===== src/dpcac_pkg.sv =====
// Purpose: constants for the shared-RAM consistency access controller
// Assumes: host I/O port with byte offsets from module_base_address
// Notes: status bit layout beyond the acknowledge bit is chosen locally
package dpcac_pkg;
   localparam logic [7:0] DPCAC_OFF_PTR = 8'h00;
   localparam logic [7:0] DPCAC_OFF_DATA = 8'h02;
   localparam logic [7:0] DPCAC_OFF_DATA_INC = 8'h04;
   localparam logic [7:0] DPCAC_OFF_TOR = 8'h08;
   localparam logic [7:0] DPCAC_OFF_MODE = 8'h0a;
   localparam logic [7:0] DPCAC_OFF_REQ = 8'h18;
   localparam logic [7:0] DPCAC_OFF_STATUS = 8'h19;
   localparam logic [7:0] DPCAC_REQ_READ = 8'h01;
   localparam logic [7:0] DPCAC_REQ_WRITE = 8'h02;
   localparam logic [7:0] DPCAC_REQ_CLEAR = 8'h00;
   localparam int DPCAC_BIT_TIMEOUT = 0;
   localparam int DPCAC_BIT_RCONS = 1;
   localparam int DPCAC_BIT_WCONS = 2;
   localparam int DPCAC_BIT_PEER = 3;
   localparam int DPCAC_BIT_CONFLICT = 4;
   localparam int DPCAC_BIT_ACK = 5;
   localparam int DPCAC_BIT_LOCK = 6;
   localparam int DPCAC_AW = 14;
   localparam logic [DPCAC_AW-1:0] DPCAC_INC_WORD = 14'h0002;
   localparam logic [DPCAC_AW-1:0] DPCAC_INC_BYTE = 14'h0001;
   localparam logic [15:0] DPCAC_TOR_RESET = 16'hffff;
   // One timer tick per microsecond at 200 MHz
   localparam int DPCAC_TICK_NS = 1000;
   localparam int DPCAC_CLK_NS = 5;
   localparam int DPCAC_TICK_CYC = DPCAC_TICK_NS / DPCAC_CLK_NS;
   localparam logic [7:0] DPCAC_TICK_MAX = 8'(DPCAC_TICK_CYC - 1);
endpackage


===== src/dpcac_timer.sv =====
// Purpose: abort timer for peer requests during host consistent access
// Assumes: tick is a one-cycle enable, one per microsecond
// Notes: expired is a one-cycle pulse, counter reloads while not running
`timescale 1ns/1ps
module dpcac_timer (
   input wire logic ref_clk,
   input wire logic rst_n,
   input wire logic run,
   input wire logic tick,
   input wire logic [15:0] reload,
   output logic expired
);
   import dpcac_pkg::*;
   typedef struct packed {
      logic [15:0] cnt;
      logic expired;
      logic done;
   } dpcac_tmr_s;
   dpcac_tmr_s s_r, s_nxt;
   always_comb begin
      s_nxt = s_r;
      s_nxt.expired = 1'b0;
      if (!run) begin
         s_nxt.cnt = reload;
         s_nxt.done = 1'b0;
      end else if (tick && !s_r.done) begin
         if (s_r.cnt == 16'h0000) begin
            s_nxt.expired = 1'b1;
            s_nxt.done = 1'b1;
         end else begin
            s_nxt.cnt = s_r.cnt - 16'h0001;
         end
      end
   end
   always_ff @(posedge ref_clk or negedge rst_n) begin
      if (!rst_n) begin
         s_r <= '0;
      end else begin
         s_r <= s_nxt;
      end
   end
   assign expired = s_r.expired;
endmodule


===== src/dpcac_ctrl.sv =====
// Purpose: consistency arbitration guarding host access to the shared RAM
// Assumes: synchronous host I/O strobes on ref_clk; peer request is a pin
// Notes: shared RAM itself sits outside; this block drives its host port
`timescale 1ns/1ps
module dpcac_ctrl (
   input wire logic ref_clk,
   input wire logic rst_n,
   input wire logic io_wr,
   input wire logic io_rd,
   input wire logic [7:0] io_addr,
   input wire logic io_word,
   input wire logic [15:0] io_wdata,
   output logic [15:0] io_rdata,
   output logic io_ready,
   input wire logic peer_consistency_request,
   input wire logic peer_done,
   output logic peer_ready,
   output logic [dpcac_pkg::DPCAC_AW-1:0] ram_addr,
   output logic ram_wr,
   output logic ram_rd,
   output logic ram_word,
   output logic [15:0] ram_wdata,
   input wire logic [15:0] ram_rdata,
   output logic host_irq,
   output logic host_consistency_ack_n
);
   import dpcac_pkg::*;
   typedef enum logic [1:0] {
      DPCAC_IDLE = 2'b00,
      DPCAC_ACTIVE = 2'b01,
      DPCAC_LOCKED = 2'b10
   } dpcac_st_e;
   typedef struct packed {
      dpcac_st_e st;
      logic [2:0] peer_sync;
      logic peer_q;
      logic peer_busy;
      logic peer_fin;
      logic rcons;
      logic wcons;
      logic conflict;
      logic timeout;
      logic irq_mode;
      logic [15:0] timeout_reload_value;
      logic [DPCAC_AW-1:0] ptr;
      logic [7:0] tick_cnt;
      logic tick;
      logic [15:0] rdata;
      logic ready;
      logic [DPCAC_AW-1:0] ram_addr;
      logic ram_wr;
      logic ram_rd;
      logic ram_word;
      logic [15:0] ram_wdata;
      logic irq;
      logic ack_n;
      logic peer_ready;
   } dpcac_s;
   dpcac_s s_r, s_nxt;
   logic expired;
   logic [7:0] status;
   logic peer_req;
   logic host_ok;
   logic data_acc;
   logic inc_acc;

   dpcac_timer u_timer (
      .ref_clk(ref_clk),
      .rst_n(rst_n),
      .run(s_r.st == DPCAC_ACTIVE && s_r.peer_q && !s_r.ack_n && !s_r.irq_mode),
      .tick(s_r.tick),
      .reload(s_r.timeout_reload_value),
      .expired(expired)
   );

   // Pin sampled through three stages; a change counts when the last two agree
   assign peer_req = (s_r.peer_sync[2] == s_r.peer_sync[1]) ? s_r.peer_sync[1] : s_r.peer_q;
   assign host_ok = (s_r.st == DPCAC_ACTIVE) && !s_r.peer_busy;
   assign data_acc = (io_addr == DPCAC_OFF_DATA) || (io_addr == DPCAC_OFF_DATA_INC);
   assign inc_acc = io_addr == DPCAC_OFF_DATA_INC;

   always_comb begin
      status = 8'h00;
      status[DPCAC_BIT_TIMEOUT] = s_r.timeout;
      status[DPCAC_BIT_RCONS] = s_r.rcons;
      status[DPCAC_BIT_WCONS] = s_r.wcons;
      status[DPCAC_BIT_PEER] = s_r.peer_q;
      status[DPCAC_BIT_CONFLICT] = s_r.conflict;
      status[DPCAC_BIT_ACK] = s_r.ack_n;
      status[DPCAC_BIT_LOCK] = s_r.st == DPCAC_LOCKED;
   end

   always_comb begin
      s_nxt = s_r;
      s_nxt.peer_sync = {s_r.peer_sync[1:0], peer_consistency_request};
      s_nxt.peer_q = peer_req;
      s_nxt.ram_wr = 1'b0;
      s_nxt.ram_rd = 1'b0;
      s_nxt.ready = 1'b0;
      // Microsecond tick divider for the abort timer
      s_nxt.tick = 1'b0;
      if (s_r.tick_cnt == DPCAC_TICK_MAX) begin
         s_nxt.tick_cnt = 8'h00;
         s_nxt.tick = 1'b1;
      end else begin
         s_nxt.tick_cnt = s_r.tick_cnt + 8'h01;
      end
      // Peer owns the RAM from grant until it reports done; the done mark is
      // held until the synchronised request falls, since that lags the pulse
      if (peer_done) begin
         s_nxt.peer_busy = 1'b0;
         s_nxt.peer_fin = 1'b1;
      end else if (!peer_req) begin
         s_nxt.peer_fin = 1'b0;
      end else if (!s_r.peer_fin && s_r.st != DPCAC_ACTIVE) begin
         s_nxt.peer_busy = 1'b1;
      end
      if (io_wr) begin
         s_nxt.ready = 1'b1;
         case (io_addr)
            DPCAC_OFF_PTR: s_nxt.ptr = io_wdata[DPCAC_AW-1:0];
            DPCAC_OFF_TOR: s_nxt.timeout_reload_value = io_wdata;
            DPCAC_OFF_MODE: s_nxt.irq_mode = io_wdata[0];
            DPCAC_OFF_REQ: begin
               if (io_wdata[7:0] == DPCAC_REQ_CLEAR) begin
                  s_nxt.st = DPCAC_IDLE;
                  s_nxt.timeout = 1'b0;
                  s_nxt.conflict = 1'b0;
                  s_nxt.irq = 1'b0;
                  s_nxt.rcons = 1'b0;
                  s_nxt.wcons = 1'b0;
               end else if (s_r.st == DPCAC_IDLE) begin
                  if (io_wdata[7:0] == DPCAC_REQ_READ) begin
                     s_nxt.rcons = 1'b1;
                     s_nxt.st = DPCAC_ACTIVE;
                  end else if (io_wdata[7:0] == DPCAC_REQ_WRITE) begin
                     s_nxt.wcons = 1'b1;
                     s_nxt.st = DPCAC_ACTIVE;
                  end
               end
            end
            default: begin
               if (data_acc) begin
                  if (host_ok) begin
                     s_nxt.ram_wr = 1'b1;
                     s_nxt.ram_addr = s_r.ptr;
                     s_nxt.ram_word = io_word;
                     s_nxt.ram_wdata = io_wdata;
                     if (inc_acc) begin
                        s_nxt.ptr = s_r.ptr + (io_word ? DPCAC_INC_WORD : DPCAC_INC_BYTE);
                     end
                  end else if (s_r.st != DPCAC_LOCKED) begin
                     s_nxt.ready = 1'b0; // Braked until granted and any peer access finishes
                  end
               end
            end
         endcase
      end else if (io_rd) begin
         s_nxt.ready = 1'b1;
         s_nxt.rdata = 16'h0000;
         case (io_addr)
            DPCAC_OFF_PTR: s_nxt.rdata = 16'(s_r.ptr);
            DPCAC_OFF_TOR: s_nxt.rdata = s_r.timeout_reload_value;
            DPCAC_OFF_MODE: s_nxt.rdata = 16'(s_r.irq_mode);
            DPCAC_OFF_STATUS: s_nxt.rdata = 16'(status);
            DPCAC_OFF_REQ: begin
               s_nxt.rdata = 16'(status);
               s_nxt.rcons = 1'b0;
               s_nxt.wcons = 1'b0;
               s_nxt.irq = 1'b0;
               if (s_r.st == DPCAC_ACTIVE) begin
                  s_nxt.st = DPCAC_IDLE;
               end
            end
            default: begin
               if (data_acc && host_ok) begin
                  s_nxt.ram_rd = 1'b1;
                  s_nxt.ram_addr = s_r.ptr;
                  s_nxt.ram_word = io_word;
                  s_nxt.rdata = io_word ? ram_rdata : {8'h00, ram_rdata[7:0]};
                  if (inc_acc) begin
                     s_nxt.ptr = s_r.ptr + (io_word ? DPCAC_INC_WORD : DPCAC_INC_BYTE);
                  end
               end else if (data_acc && s_r.st != DPCAC_LOCKED) begin
                  s_nxt.ready = 1'b0;
               end
            end
         endcase
      end
      // After the host decode, so a peer edge beats a same-cycle clear
      if (peer_req && !s_r.peer_q && s_r.st == DPCAC_ACTIVE) begin
         s_nxt.conflict = 1'b1;
         if (s_r.irq_mode) begin
            s_nxt.irq = 1'b1;
         end
      end
      if (expired && s_r.st == DPCAC_ACTIVE) begin
         s_nxt.st = DPCAC_LOCKED;
         s_nxt.timeout = 1'b1;
         s_nxt.rcons = 1'b0;
         s_nxt.wcons = 1'b0;
         s_nxt.ram_wr = 1'b0;
         s_nxt.ram_rd = 1'b0;
      end
      // Idle RAM port follows the pointer so read data is there at the next strobe;
      // a read therefore needs one free cycle after a write
      if (!s_nxt.ram_wr) begin
         s_nxt.ram_addr = s_nxt.ptr;
      end
      s_nxt.ack_n = !((s_nxt.st == DPCAC_ACTIVE) && !s_nxt.peer_busy);
      // Peer waits while host holds the RAM, unless the peer got there first
      s_nxt.peer_ready = (s_nxt.st != DPCAC_ACTIVE) || s_nxt.peer_busy;
   end

   always_ff @(posedge ref_clk or negedge rst_n) begin
      if (!rst_n) begin
         s_r <= '0;
         s_r.timeout_reload_value <= DPCAC_TOR_RESET;
         s_r.ack_n <= 1'b1;
         s_r.peer_ready <= 1'b1;
      end else begin
         s_r <= s_nxt;
      end
   end

   assign io_rdata = s_r.rdata;
   assign io_ready = s_r.ready;
   assign peer_ready = s_r.peer_ready;
   assign ram_addr = s_r.ram_addr;
   assign ram_wr = s_r.ram_wr;
   assign ram_rd = s_r.ram_rd;
   assign ram_word = s_r.ram_word;
   assign ram_wdata = s_r.ram_wdata;
   assign host_irq = s_r.irq;
   assign host_consistency_ack_n = s_r.ack_n;

   a_lock_until_clear: assert property (@(posedge ref_clk) disable iff (!rst_n)
      s_r.st == DPCAC_LOCKED && !(io_wr && io_addr == DPCAC_OFF_REQ) |=> s_r.st == DPCAC_LOCKED)
      else $error("locked state left without clear write");
   a_no_ram_locked: assert property (@(posedge ref_clk) disable iff (!rst_n)
      s_r.st == DPCAC_LOCKED |=> !s_r.ram_wr && !s_r.ram_rd)
      else $error("shared RAM touched while locked");
   a_cancel_read: assert property (@(posedge ref_clk) disable iff (!rst_n)
      io_rd && io_addr == DPCAC_OFF_REQ && s_r.st == DPCAC_ACTIVE && !expired
      |=> s_r.st == DPCAC_IDLE && !s_r.rcons && !s_r.wcons)
      else $error("request read did not cancel");
   a_status_data: assert property (@(posedge ref_clk) disable iff (!rst_n)
      io_rd && io_addr == DPCAC_OFF_REQ |=> s_r.rdata[DPCAC_BIT_TIMEOUT] == $past(s_r.timeout))
      else $error("cancel read lost timeout flag");
   a_status_quiet: assert property (@(posedge ref_clk) disable iff (!rst_n)
      io_rd && io_addr == DPCAC_OFF_STATUS && !expired |=> s_r.st == $past(s_r.st))
      else $error("status read changed state");
   a_conflict_set: assert property (@(posedge ref_clk) disable iff (!rst_n)
      peer_req && !s_r.peer_q && s_r.st == DPCAC_ACTIVE |=> s_r.conflict)
      else $error("conflict flag not set");
   a_ack_low: assert property (@(posedge ref_clk) disable iff (!rst_n)
      !host_consistency_ack_n |-> !peer_ready && s_r.st == DPCAC_ACTIVE)
      else $error("acknowledge without grant");
   a_word_inc: assert property (@(posedge ref_clk) disable iff (!rst_n)
      io_wr && inc_acc && io_word && host_ok |=> s_r.ptr == $past(s_r.ptr) + DPCAC_INC_WORD)
      else $error("word increment wrong");
   a_timeout_lock: assert property (@(posedge ref_clk) disable iff (!rst_n)
      expired && s_r.st == DPCAC_ACTIVE |=> s_r.st == DPCAC_LOCKED ##0 s_r.timeout)
      else $error("expiry did not abort host");
endmodule


===== config.mk =====
export PLATFORM = sky130hd
export DESIGN_NAME = dpcac_ctrl
export DESIGN_NICKNAME = d
export VERILOG_FILES = /design/src/dpcac_pkg.sv /design/src/dpcac_timer.sv /design/src/dpcac_ctrl.sv
export SDC_FILE = /design/constraint.sdc
export NUM_CORES = 1
export LEC_CHECK = 0
export BUFFER_PORTS_ARGS = -buffer_cell sky130_fd_sc_hd__clkbuf_2
export CAP_MARGIN = 5
export CORE_MARGIN = 8
export CORE_UTILIZATION = 40
export DETAILED_ROUTE_END_ITERATION = 8
export MAX_ROUTING_LAYER = met4
export PLACE_DENSITY_LB_ADDON = 0.05
export SYNTH_ARGS = -nofsm -noshare
export SYNTH_HDL_FRONTEND = slang
export SYNTH_SLANG_ARGS = --single-unit

===== constraint.sdc =====
create_clock -name ref_clk -period 2.08 [get_ports ref_clk]
set_clock_uncertainty 0.1 [all_clocks]
set_input_delay 0.208 -clock ref_clk [delete_from_list [all_inputs] [get_ports ref_clk]]
set_output_delay 0.208 -clock ref_clk [all_outputs]
set_load 0.02 [all_outputs]

# Yosys cells after proc, flatten, opt, wreduce, memory -nomap -nowiden

Index checks and enable logic that the tools add are counted.

Register bits after elaboration: 123
Input port bits: 47
Output and inout bits: 53
Word-level logic and storage cells: 197

Add/sub/neg operators: 3
Equality and inequality tests: 34
Mux-type cells: 80
Bitwise operators: 2
Reduce and logical (&&, ||, !) cells: 51

Operators with widths:

| kind                                                                     | number |
|---|---|
| 14-bit 2-to-1 mux                                                        | 9 |
| 16-bit 2-to-1 mux                                                        | 7 |
| 16-bit one-hot mux with 4 select lines                                   | 1 |
| 15-bit 2-to-1 mux                                                        | 4 |
| 17-bit 2-to-1 mux                                                        | 3 |
| 2-bit 2-to-1 mux                                                         | 24 |
| 14-bit one-hot mux with 2 select lines                                   | 1 |
| 1-bit 2-to-1 mux                                                         | 27 |
| 19-bit 2-to-1 mux                                                        | 1 |
| 18-bit 2-to-1 mux                                                        | 1 |
| 8-bit by 2-bit == test with 1-bit output (second input constant)         | 2 |
| 8-bit by 4-bit == test with 1-bit output (second input constant)         | 2 |
| 8-bit by 5-bit == test with 1-bit output (second input constant)         | 2 |
| 16-bit zero test                                                         | 1 |
| 8-bit zero test                                                          | 2 |
| 2-bit nonzero test                                                       | 8 |
| 16-bit by 1-bit subtractor with 16-bit output (second input constant)    | 1 |
| 14-bit by 2-bit adder with 14-bit output                                 | 1 |
| 1-bit logical AND                                                        | 12 |
| 2-bit inequality test (second input constant)                            | 6 |
| 4-bit by 1-bit inequality test with 1-bit output (second input constant) | 3 |
| 6-bit AND reduction                                                      | 2 |
| 2-bit by 1-bit inequality test with 1-bit output (second input constant) | 5 |
| 2-bit AND reduction                                                      | 5 |
| 24 further kinds                                                         | 40 |

# Longest topological paths before layout

Gate-level depths: netlist of run 1.

Word-level depth: 11
Mapped depth: 10
Depth with buffers taken out: 10

# Modules after synthesis

A second synthesis of run 1 with hierarchy kept.

Cells, all modules: 767
Area, all modules: 6909.1 um2

Modules (own cells, without submodules):

| module      | times used | cells an instance | area each (um2) | sequential area each (um2) |
|---|---|---|---|---|
| dpcac_ctrl  | 1          | 629               | 5746.8          | 2623.8 |
| dpcac_timer | 1          | 138               | 1162.4          | 450.4 |

# Worst setup path before layout of run 1

OpenSTA, ideal clock, no wires.

Path type: flip-flop to flip-flop
Start: reg s_r[62] (netlist bit)
End: reg s_r, in the netlist ram_addr[10]
Setup time: 0.138 ns
Data arrival time: 1.968 ns
Data required time: 1.842 ns
Slack: -0.126 ns
Cell stages (with the launch flop): 10
Path buffers: 0
Clock period less this slack: 2.206 ns
Cells stage by stage: dfrtp_1 -> ha_1 -> inv_1 -> fa_1 -> nor4b_1 -> nand4_1 -> nor4_1 -> o21ai_0 -> a22oi_1 -> o211ai_1

Cells in the longest elaborated chain, start to end: 7
Elaborated cells on any way between the ends: 10

Ends and longest elaborated chain:

| item                                                                        | RTL line                             | text |
|---|---|---|
| start: declaration                                                          | dpcac_ctrl.sv:59                     | `dpcac_s s_r, s_nxt;` |
| start signal: assignment                                                    | dpcac_ctrl.sv:222                    | `s_r <= s_nxt;` |
| 14-bit by 2-bit adder with 14-bit output (*)                                | dpcac_ctrl.sv:150, dpcac_ctrl.sv:182 |  |
| 14-bit 2-to-1 mux (*)                                                       | dpcac_ctrl.sv:149, dpcac_ctrl.sv:181 |  |
| 14-bit 2-to-1 mux, on equally long branches                                 | dpcac_ctrl.sv:144, dpcac_ctrl.sv:176 |  |
| 14-bit 2-to-1 mux, on equally long branches                                 | dpcac_ctrl.sv:143, dpcac_ctrl.sv:161 |  |
| 14-bit one-hot mux with 2 select lines or 14-bit 2-to-1 mux (tied branches) | dpcac_ctrl.sv:120, dpcac_ctrl.sv:158 |  |
| 14-bit 2-to-1 mux (*)                                                       | dpcac_ctrl.sv:118                    | `if (io_wr) begin` |
| 14-bit 2-to-1 mux (*)                                                       | dpcac_ctrl.sv:207                    | `if (!s_nxt.ram_wr) begin` |

Every way passes the cells marked *; elsewhere a longest branch is shown, timed or not.
A chain may end at the register's enable or synchronous reset.

# Final worst setup path of run 1

Start: reg s_r[62] (netlist bit)
End: reg s_r, in the netlist ram_addr[6]

Same word-level chain as after synthesis.

==> flow_summary.yaml, run 1 <==
floorplanning:
  core_um2: 16300
  ios: 100
  initial_core_util_pct: 40.4
  die-area_um2: 20900
  rows: 47
  die-width_um: 145
  die_h_um: 145
cts:
  root_buffer: "clkbuf_16"
  tritoncts: "yes"
  clk_path_buf_depth: 2
  cts.htree.levels: 4
  clkSinkCount: 122
  path_clk_slew_ps: 60
  cts_buffers: 17
  worstSkewPairLatency_ps: 420
sta:
  worstMarginPinSlew_ps: 661
  setup_tns_ps: -622
  fin_ws_ps: -134
  holdWs_ps: 10.6
  layout_min_cycle_time_ps: 2210
  setup_viol: 13
  max_freq_ghz: 0.452
  rsz0062_at_grt: "yes"
  max_slew_margin_pct: 55.4
  hold_viol_final: 0
  min_period_over_period_pct: 106
  slew_viol_final: 0
placed_design:
  placedCellCount: 1039
  place.gp.congestion: 0.913
  hpwl_um: 17300
  placed_cell_area_um2: 7910
  io_buffers: 99
synthesis:
  ys_ff_latch: 122
  ys_warn_count: 0
  syn-num-nets: 730
  syn_inst: 677
  synth.distinct_cells: 62
  avgSynthCellArea_um2: 9.76
  synthTopCellsByArea: "dfrtp_1 (40%), dfstp_2 (6.8%), buf_4 (5.3%)"
  ys_seq_area_share_pct: 46.5
  synth_top_cell_area_share_pct: 39.8
  synthFlopType: "dfrtp_1"
  syn_area_um2: 6610
  synth-edff-count: 0
  synth_largest_area_cell: "dfrtp_1"
  async_flop_share_pct: 100
power:
  peakVddDrop_v: 0.000630
  p_total_mw: 6.27
  powerDensity_nw_per_um2: 680
  leakage_nw: 4.29
critical_path:
  critPathRequiredTime_ps: 2320
  crit_path_top_delay_cell: "fa_2"
  cp-start-kind: "flop"
  crit_fanout: 5
  cp-end-kind: "flop"
  cp_top_family: "adder cells"
  crit_buf_inv: 3
  critical_path_class: "flop to flop"
  slowest_delay_ps: 370
  path_cells: "ha_2 > inv_2 > fa_2 > buf_4 > nor3_4 > buf_6 > nand4_1 > o311a_1 > o21ai_1"
  crit_arrival_ps: 2460
final_layout:
  fill_cells: 1521
  nNetsFinal: 930
  syn2layout_area_growth_pct: 39.4
  post_route_cells_drive_above_1_share_pct: 43.8
  stdcell_area_um2: 9210
  final_cells: 1110
  diodes: 0
global_routing:
  antenna_found_initial: 0
  grt_pass1_vias: 5930
  grt_max_degree: 47
  track_usage_pct: 22.9
  grt.overflow.total: 0
  grt_pass1_wl_um: 34500
drt:
  firstDrtPassIters: 6
  drt-total-wl_um: 22700
  drt_iter0_drc: 359
  vias_per_cell: 5.38
  via_count: 5977
  ant_nets: 0
  wire_per_inst_um: 20.4
  drc: 0
outcome:
  status: "finished with violations"
  violations: "setup timing"
job:
  cap_violations: 0
min_path:
  min_path_type: "input pin to flop"
cell usage after synthesis (5+ instances only):
master,count
dfrtp_1,105
nand2_1,65
nor2_1,65
o21ai_0,48
buf_4,47
a21oi_1,24
mux2_2,23
nand3_1,21
clkbuf_1,19
nor3_1,18
dfstp_2,17
inv_1,16
a22oi_1,14
a31oi_1,14
mux2_4,10
nand4_1,10
o211ai_1,10
a22o_1,9
and3_1,9
nor4_1,9
xor2_1,8
buf_2,7
nor2b_1,7
xnor2_1,7
and4_1,6
a21o_1,5
a222oi_1,5
and2_1,5
ha_1,5
o31ai_1,5
cells in the final DEF, fill, tap and decap left out, types with 7 or more instances in the layout:
cell and instances:
a31oi_1 12, dfstp_2 17, buf_6 17, dfrtp_1 105, xor2_1 8, dlygate4sd3_1 20, clkbuf_2 98, mux2_4 10
a22o_1 9, o211ai_1 10, nand4_1 10, xnor2_1 7, o21ai_0 30, o21ai_1 15, nand2_1 62, mux2_2 23
a21oi_1 17, inv_1 14, nor2_1 60, and3_1 8, clkbuf_16 17, nand3_1 16, buf_4 117, a22oi_1 11
nor3_1 13
flip-flops by register name, summed over array words and instances (netlist names), 2 cells and up:
register and cells:
ram_wdata 16, io_rdata 16, ram_addr 14, s_nxt 2, u_timer.s_r 17, s_r 50
worst reg2reg max path: cells and delay by family (launching register included):
kind / cells / cell delay [ps]
flops: 1 / 350
fa+ha+maj: 2 / 560
buf+inv: 3 / 350
simple gates: 2 / 280
compound gates: 2 / 500
metrics by stage:
step                setup WS, ps  utilization (%)
finish                      -134             56.3
global route                -265             56.3
CTS                         -140             53.8
detailed placement          -238             48.4
global placement            -228             48.4
floorplan                  -47.3                -
power breakdown:
part / leakage, nW / total [mW] / switching (mW) / internal [mW]
clock network: 0.262 / 2.76 / 1.10 / 1.66
registers: 1.56 / 2.60 / 0.0977 / 2.50
logic: 2.47 / 0.910 / 0.534 / 0.376
final timing paths:
path                              from               to  slack, ps  cells past startpoint
setup / recovery               s_r[62]      ram_addr[6]       -130                      9
setup reg to reg               s_r[62]      ram_addr[6]       -130                      9
max in group asynchronous        rst_n          s_r[82]       1040                      3
hold reg to reg             s_nxt[101]       s_nxt[102]        270                      0
min in group asynchronous        rst_n  u_timer.s_r[14]        170                      2
hold / removal             io_wdata[8]     ram_wdata[8]         10                      2
cell families after synthesis:
logic type / after synthesis / share of synthesized area (%)
mux: 35 / 6.49
xor+xnor: 15 / 1.99
compound gates: 156 / 15.4
buf+inv: 96 / 8.60
simple gates: 246 / 19.6
flops: 122 / 46.5
fa+ha+maj: 7 / 1.40
timing repair:
| item | 4_1_cts | 5_1_grt |
|---|---|---|
| gates resized for setup | 25 | 86 |
| endpoints found under the hold margin | 47 | 0 |
| pin swaps | 9 | 31 |
| setup buffers | 7 | 14 |
| endpoints found under the setup margin | 23 | 41 |
| gates cloned | 0 | 0 |
| hold buffers | 20 | 0 |
cell type report:
type / count / area (um2) / share of cell area (%)
Timing Repair Buffer: 261 / 1930 / 20.9
Clock buffer: 20 / 447 / 4.85
Multi-Input combinational cell: 459 / 3320 / 36.1
Tap cell: 220 / 275 / 2.99
Sequential cell: 122 / 3070 / 33.4
Clock inverter: 12 / 103 / 1.11
Inverter: 16 / 63.8 / 0.693
routing by layer:
layer	share of wire, %	wire length, um	GRT usage, %	vias to the layer above
met5	0	0	-	-
met4	1.8	412	7.01	0
met3	5.2	1180	4.42	26
met2	46	10500	34.5	199
met1	47	10500	30.5	2949
li1	-	-	-	2803
(Power assumes the default switching activity.)
==> run 2: changes to the inputs <==
Settings changed: CORE_MARGIN 8 to 2, CORE_UTILIZATION 40 to 30.
==> run 2 against run 1 <==
  * The flow still finishes with violations (setup timing)
  * Fmax down 0.39%
  * Combinational power up 2%
  * Worst hold slack worse by 1.5 ps
  * Total power up 5.5%
  * Via count down 1.4%
  * Die area up 11%
  * Register-to-register slack about the same
  * Sequential power about the same
  * Critical path type unchanged
  * Highest routed layer unchanged
==> flow_summary.yaml, run 2 (synthesized netlist as in run 1, its figures left out) <==
floorplanning:
  initial_core_util_pct: 30.4
  rows: 54
  die-area_um2: 23200
  die-width_um: 152
  ios: 100
  die_h_um: 152
  core_um2: 21800
cts:
  clk_path_buf_depth: 2
  worstSkewPairLatency_ps: 420
  root_buffer: "clkbuf_16"
  cts.htree.levels: 4
  clkSinkCount: 122
  tritoncts: "yes"
  cts_buffers: 17
  path_clk_slew_ps: 60
sta:
  fin_ws_ps: -143
  rsz0062_at_grt: "yes"
  max_freq_ghz: 0.450
  worstMarginPinSlew_ps: 584
  min_period_over_period_pct: 107
  max_slew_margin_pct: 60.8
  setup_viol: 9
  layout_min_cycle_time_ps: 2220
  slew_viol_final: 0
  hold_viol_final: 0
global_routing:
  grt_max_degree: 45
  grt.overflow.total: 0
  top_usage_layer: "met2"
  antenna_found_initial: 0
  use_met1_pct: 29.1
  track_usage_pct: 20.8
  grt_pass1_vias: 5896
  met2_usage_pct: 31.2
  grt_pass1_wl_um: 35400
  grt_use_met3_pct: 3.95
power:
  powerDensity_nw_per_um2: 724
  peakVddDrop_v: 0.000453
  pwr-share-seq_pct: 39.2
  p_sw_mw: 1.81
  comb_power_share_pct: 14.0
  leakage_nw: 4.30
  clkPwrFrac_pct: 46.7
  switching_share_pct: 27.4
  p_int_mw: 4.80
  p_total_mw: 6.61
critical_path:
  cp-start-kind: "flop"
  rr_startpoint: "s_r[62]"
  r2r_slack_ps: -140
  critPathRequiredTime_ps: 2300
  crit_fanout: 3
  reg2reg_to: "ram_addr[10]"
  cp-endpoint: "ram_addr[10]"
  critical_path_class: "flop to flop"
  crit_arrival_ps: 2450
  cp-end-kind: "flop"
  crit_path_start: "s_r[62]"
  worst_r2r_path_depth: 10
final_layout:
  final_common_cell: "buf_4"
  nNetsFinal: 921
  post_route_cells_drive_above_1_share_pct: 42.2
  final_cell_mix: "buf_4 (119), dfrtp_1 (105), clkbuf_2 (98), nor2_1 (64), nand2_1 (61)"
  syn2layout_area_growth_pct: 38.1
  fill_cells: 2225
  largest_reg_flops: 50
  top_regs: "s_r (50), u_timer.s_r (17)"
  largest-register: "s_r"
  diodes: 0
job:
  cap_violations: 0
placed_design:
  hpwl_um: 17900
  io_buffers: 99
  dpl_worst_slack_ps: -313
  place.gp.congestion: 0.918
outcome:
  status: "finished with violations"
  violations: "setup timing"
drt:
  drt_iter0_drc: 489
  via_count: 5893
  wire_per_inst_um: 20.5
  drc: 0
  firstDrtPassIters: 7
  vias_per_cell: 5.08
  drt-total-wl_um: 23800
  ant_nets: 0
min_path:
  min_path_type: "input pin to flop"
-- run 2: changes by cell type in the layout (fill, tap and decap cells not counted), sizes merged --
cell / change
buf: -10
bufinv: +2
inv: +3
clkbuf: -1
clkinvlp: -3
-- run 2: worst min path at each step --
| stage | startpoint | to | slack [ps] | cells past startpoint |
|---|---|---|---|---|
| after floorplan | rst_n | host_irq | -190 | 0 |
| after global placement | rst_n | ram_wdata[4] | 30 | 1 |
| after detailed placement | rst_n | ram_wdata[4] | 40 | 1 |
| after CTS | io_wdata[9] | s_r[85] | 4 | 2 |
| after global routing | io_wdata[9] | s_r[85] | 6 | 2 |
| final | io_wdata[9] | s_r[85] | 9 | 2 |
-- run 2: routing by layer --
| metal | wire (um) | share of wire [%] |
|---|---|---|
| met5 | 0 | 0 |
| met4 | 415 | 1.7 |
| met3 | 979 | 4.1 |
| met2 | 10800 | 45 |
| met1 | 11700 | 49 |
-- run 2: layout make-up --
class | count | area [um2] | area share [%]
flip-flops and latches | 122 | 3070 | 33.7
well taps | 280 | 350 | 3.84
repair buffers | 252 | 1810 | 19.9
inverters | 16 | 60.1 | 0.658
clock inverters | 14 | 169 | 1.85
clock buffers | 18 | 439 | 4.81
multi-input cells | 459 | 3220 | 35.3
-- run 2: critical path, cell delays in order, from the launching register on --
cell and delay, ps:
dfrtp_1 350, ha_2 180, inv_2 40, fa_2 360, nor4b_2 230, nand4_1 170
nor4_2 220, buf_4 170, buf_6 90, nand2b_4 40, o211ai_1 170
-- run 2: through the flow --
step	TNS (ps)	cell area (um2)	utilization (%)	hold WS, ps	std cells
5_1_grt	-1700	9130	42.0	5.79	1161
6_report	-312	9130	42.0	9.10	1161
3_3_place_gp	-3510	7980	36.7	31.9	1099
4_1_cts	-488	8850	40.7	3.59	1155
3_5_place_dp	-4420	7980	36.7	36.0	1099
2_1_floorplan	-280	6680	-	-188	677
-- run 2: power groups by stage --
stage	registers [mW]	logic (mW)	clock network (mW)
2_1_floorplan	2.61	0.488	0
4_1_cts	2.59	0.893	3.15
6_report	2.59	0.928	3.09
5_1_grt	2.61	1.00	3.28
3_3_place_gp	2.62	0.850	0
3_5_place_dp	2.63	0.852	0
-- run 2: timing repair --
item / in CTS / in global routing
buffers inserted: 4 / 5
hold buffers: 20 / 0
pin swaps: 8 / 15
hold endpoints to repair: 110 / 0
setup endpoints to repair: 41 / 50
gates resized for setup: 13 / 69
gates cloned: 0 / 2
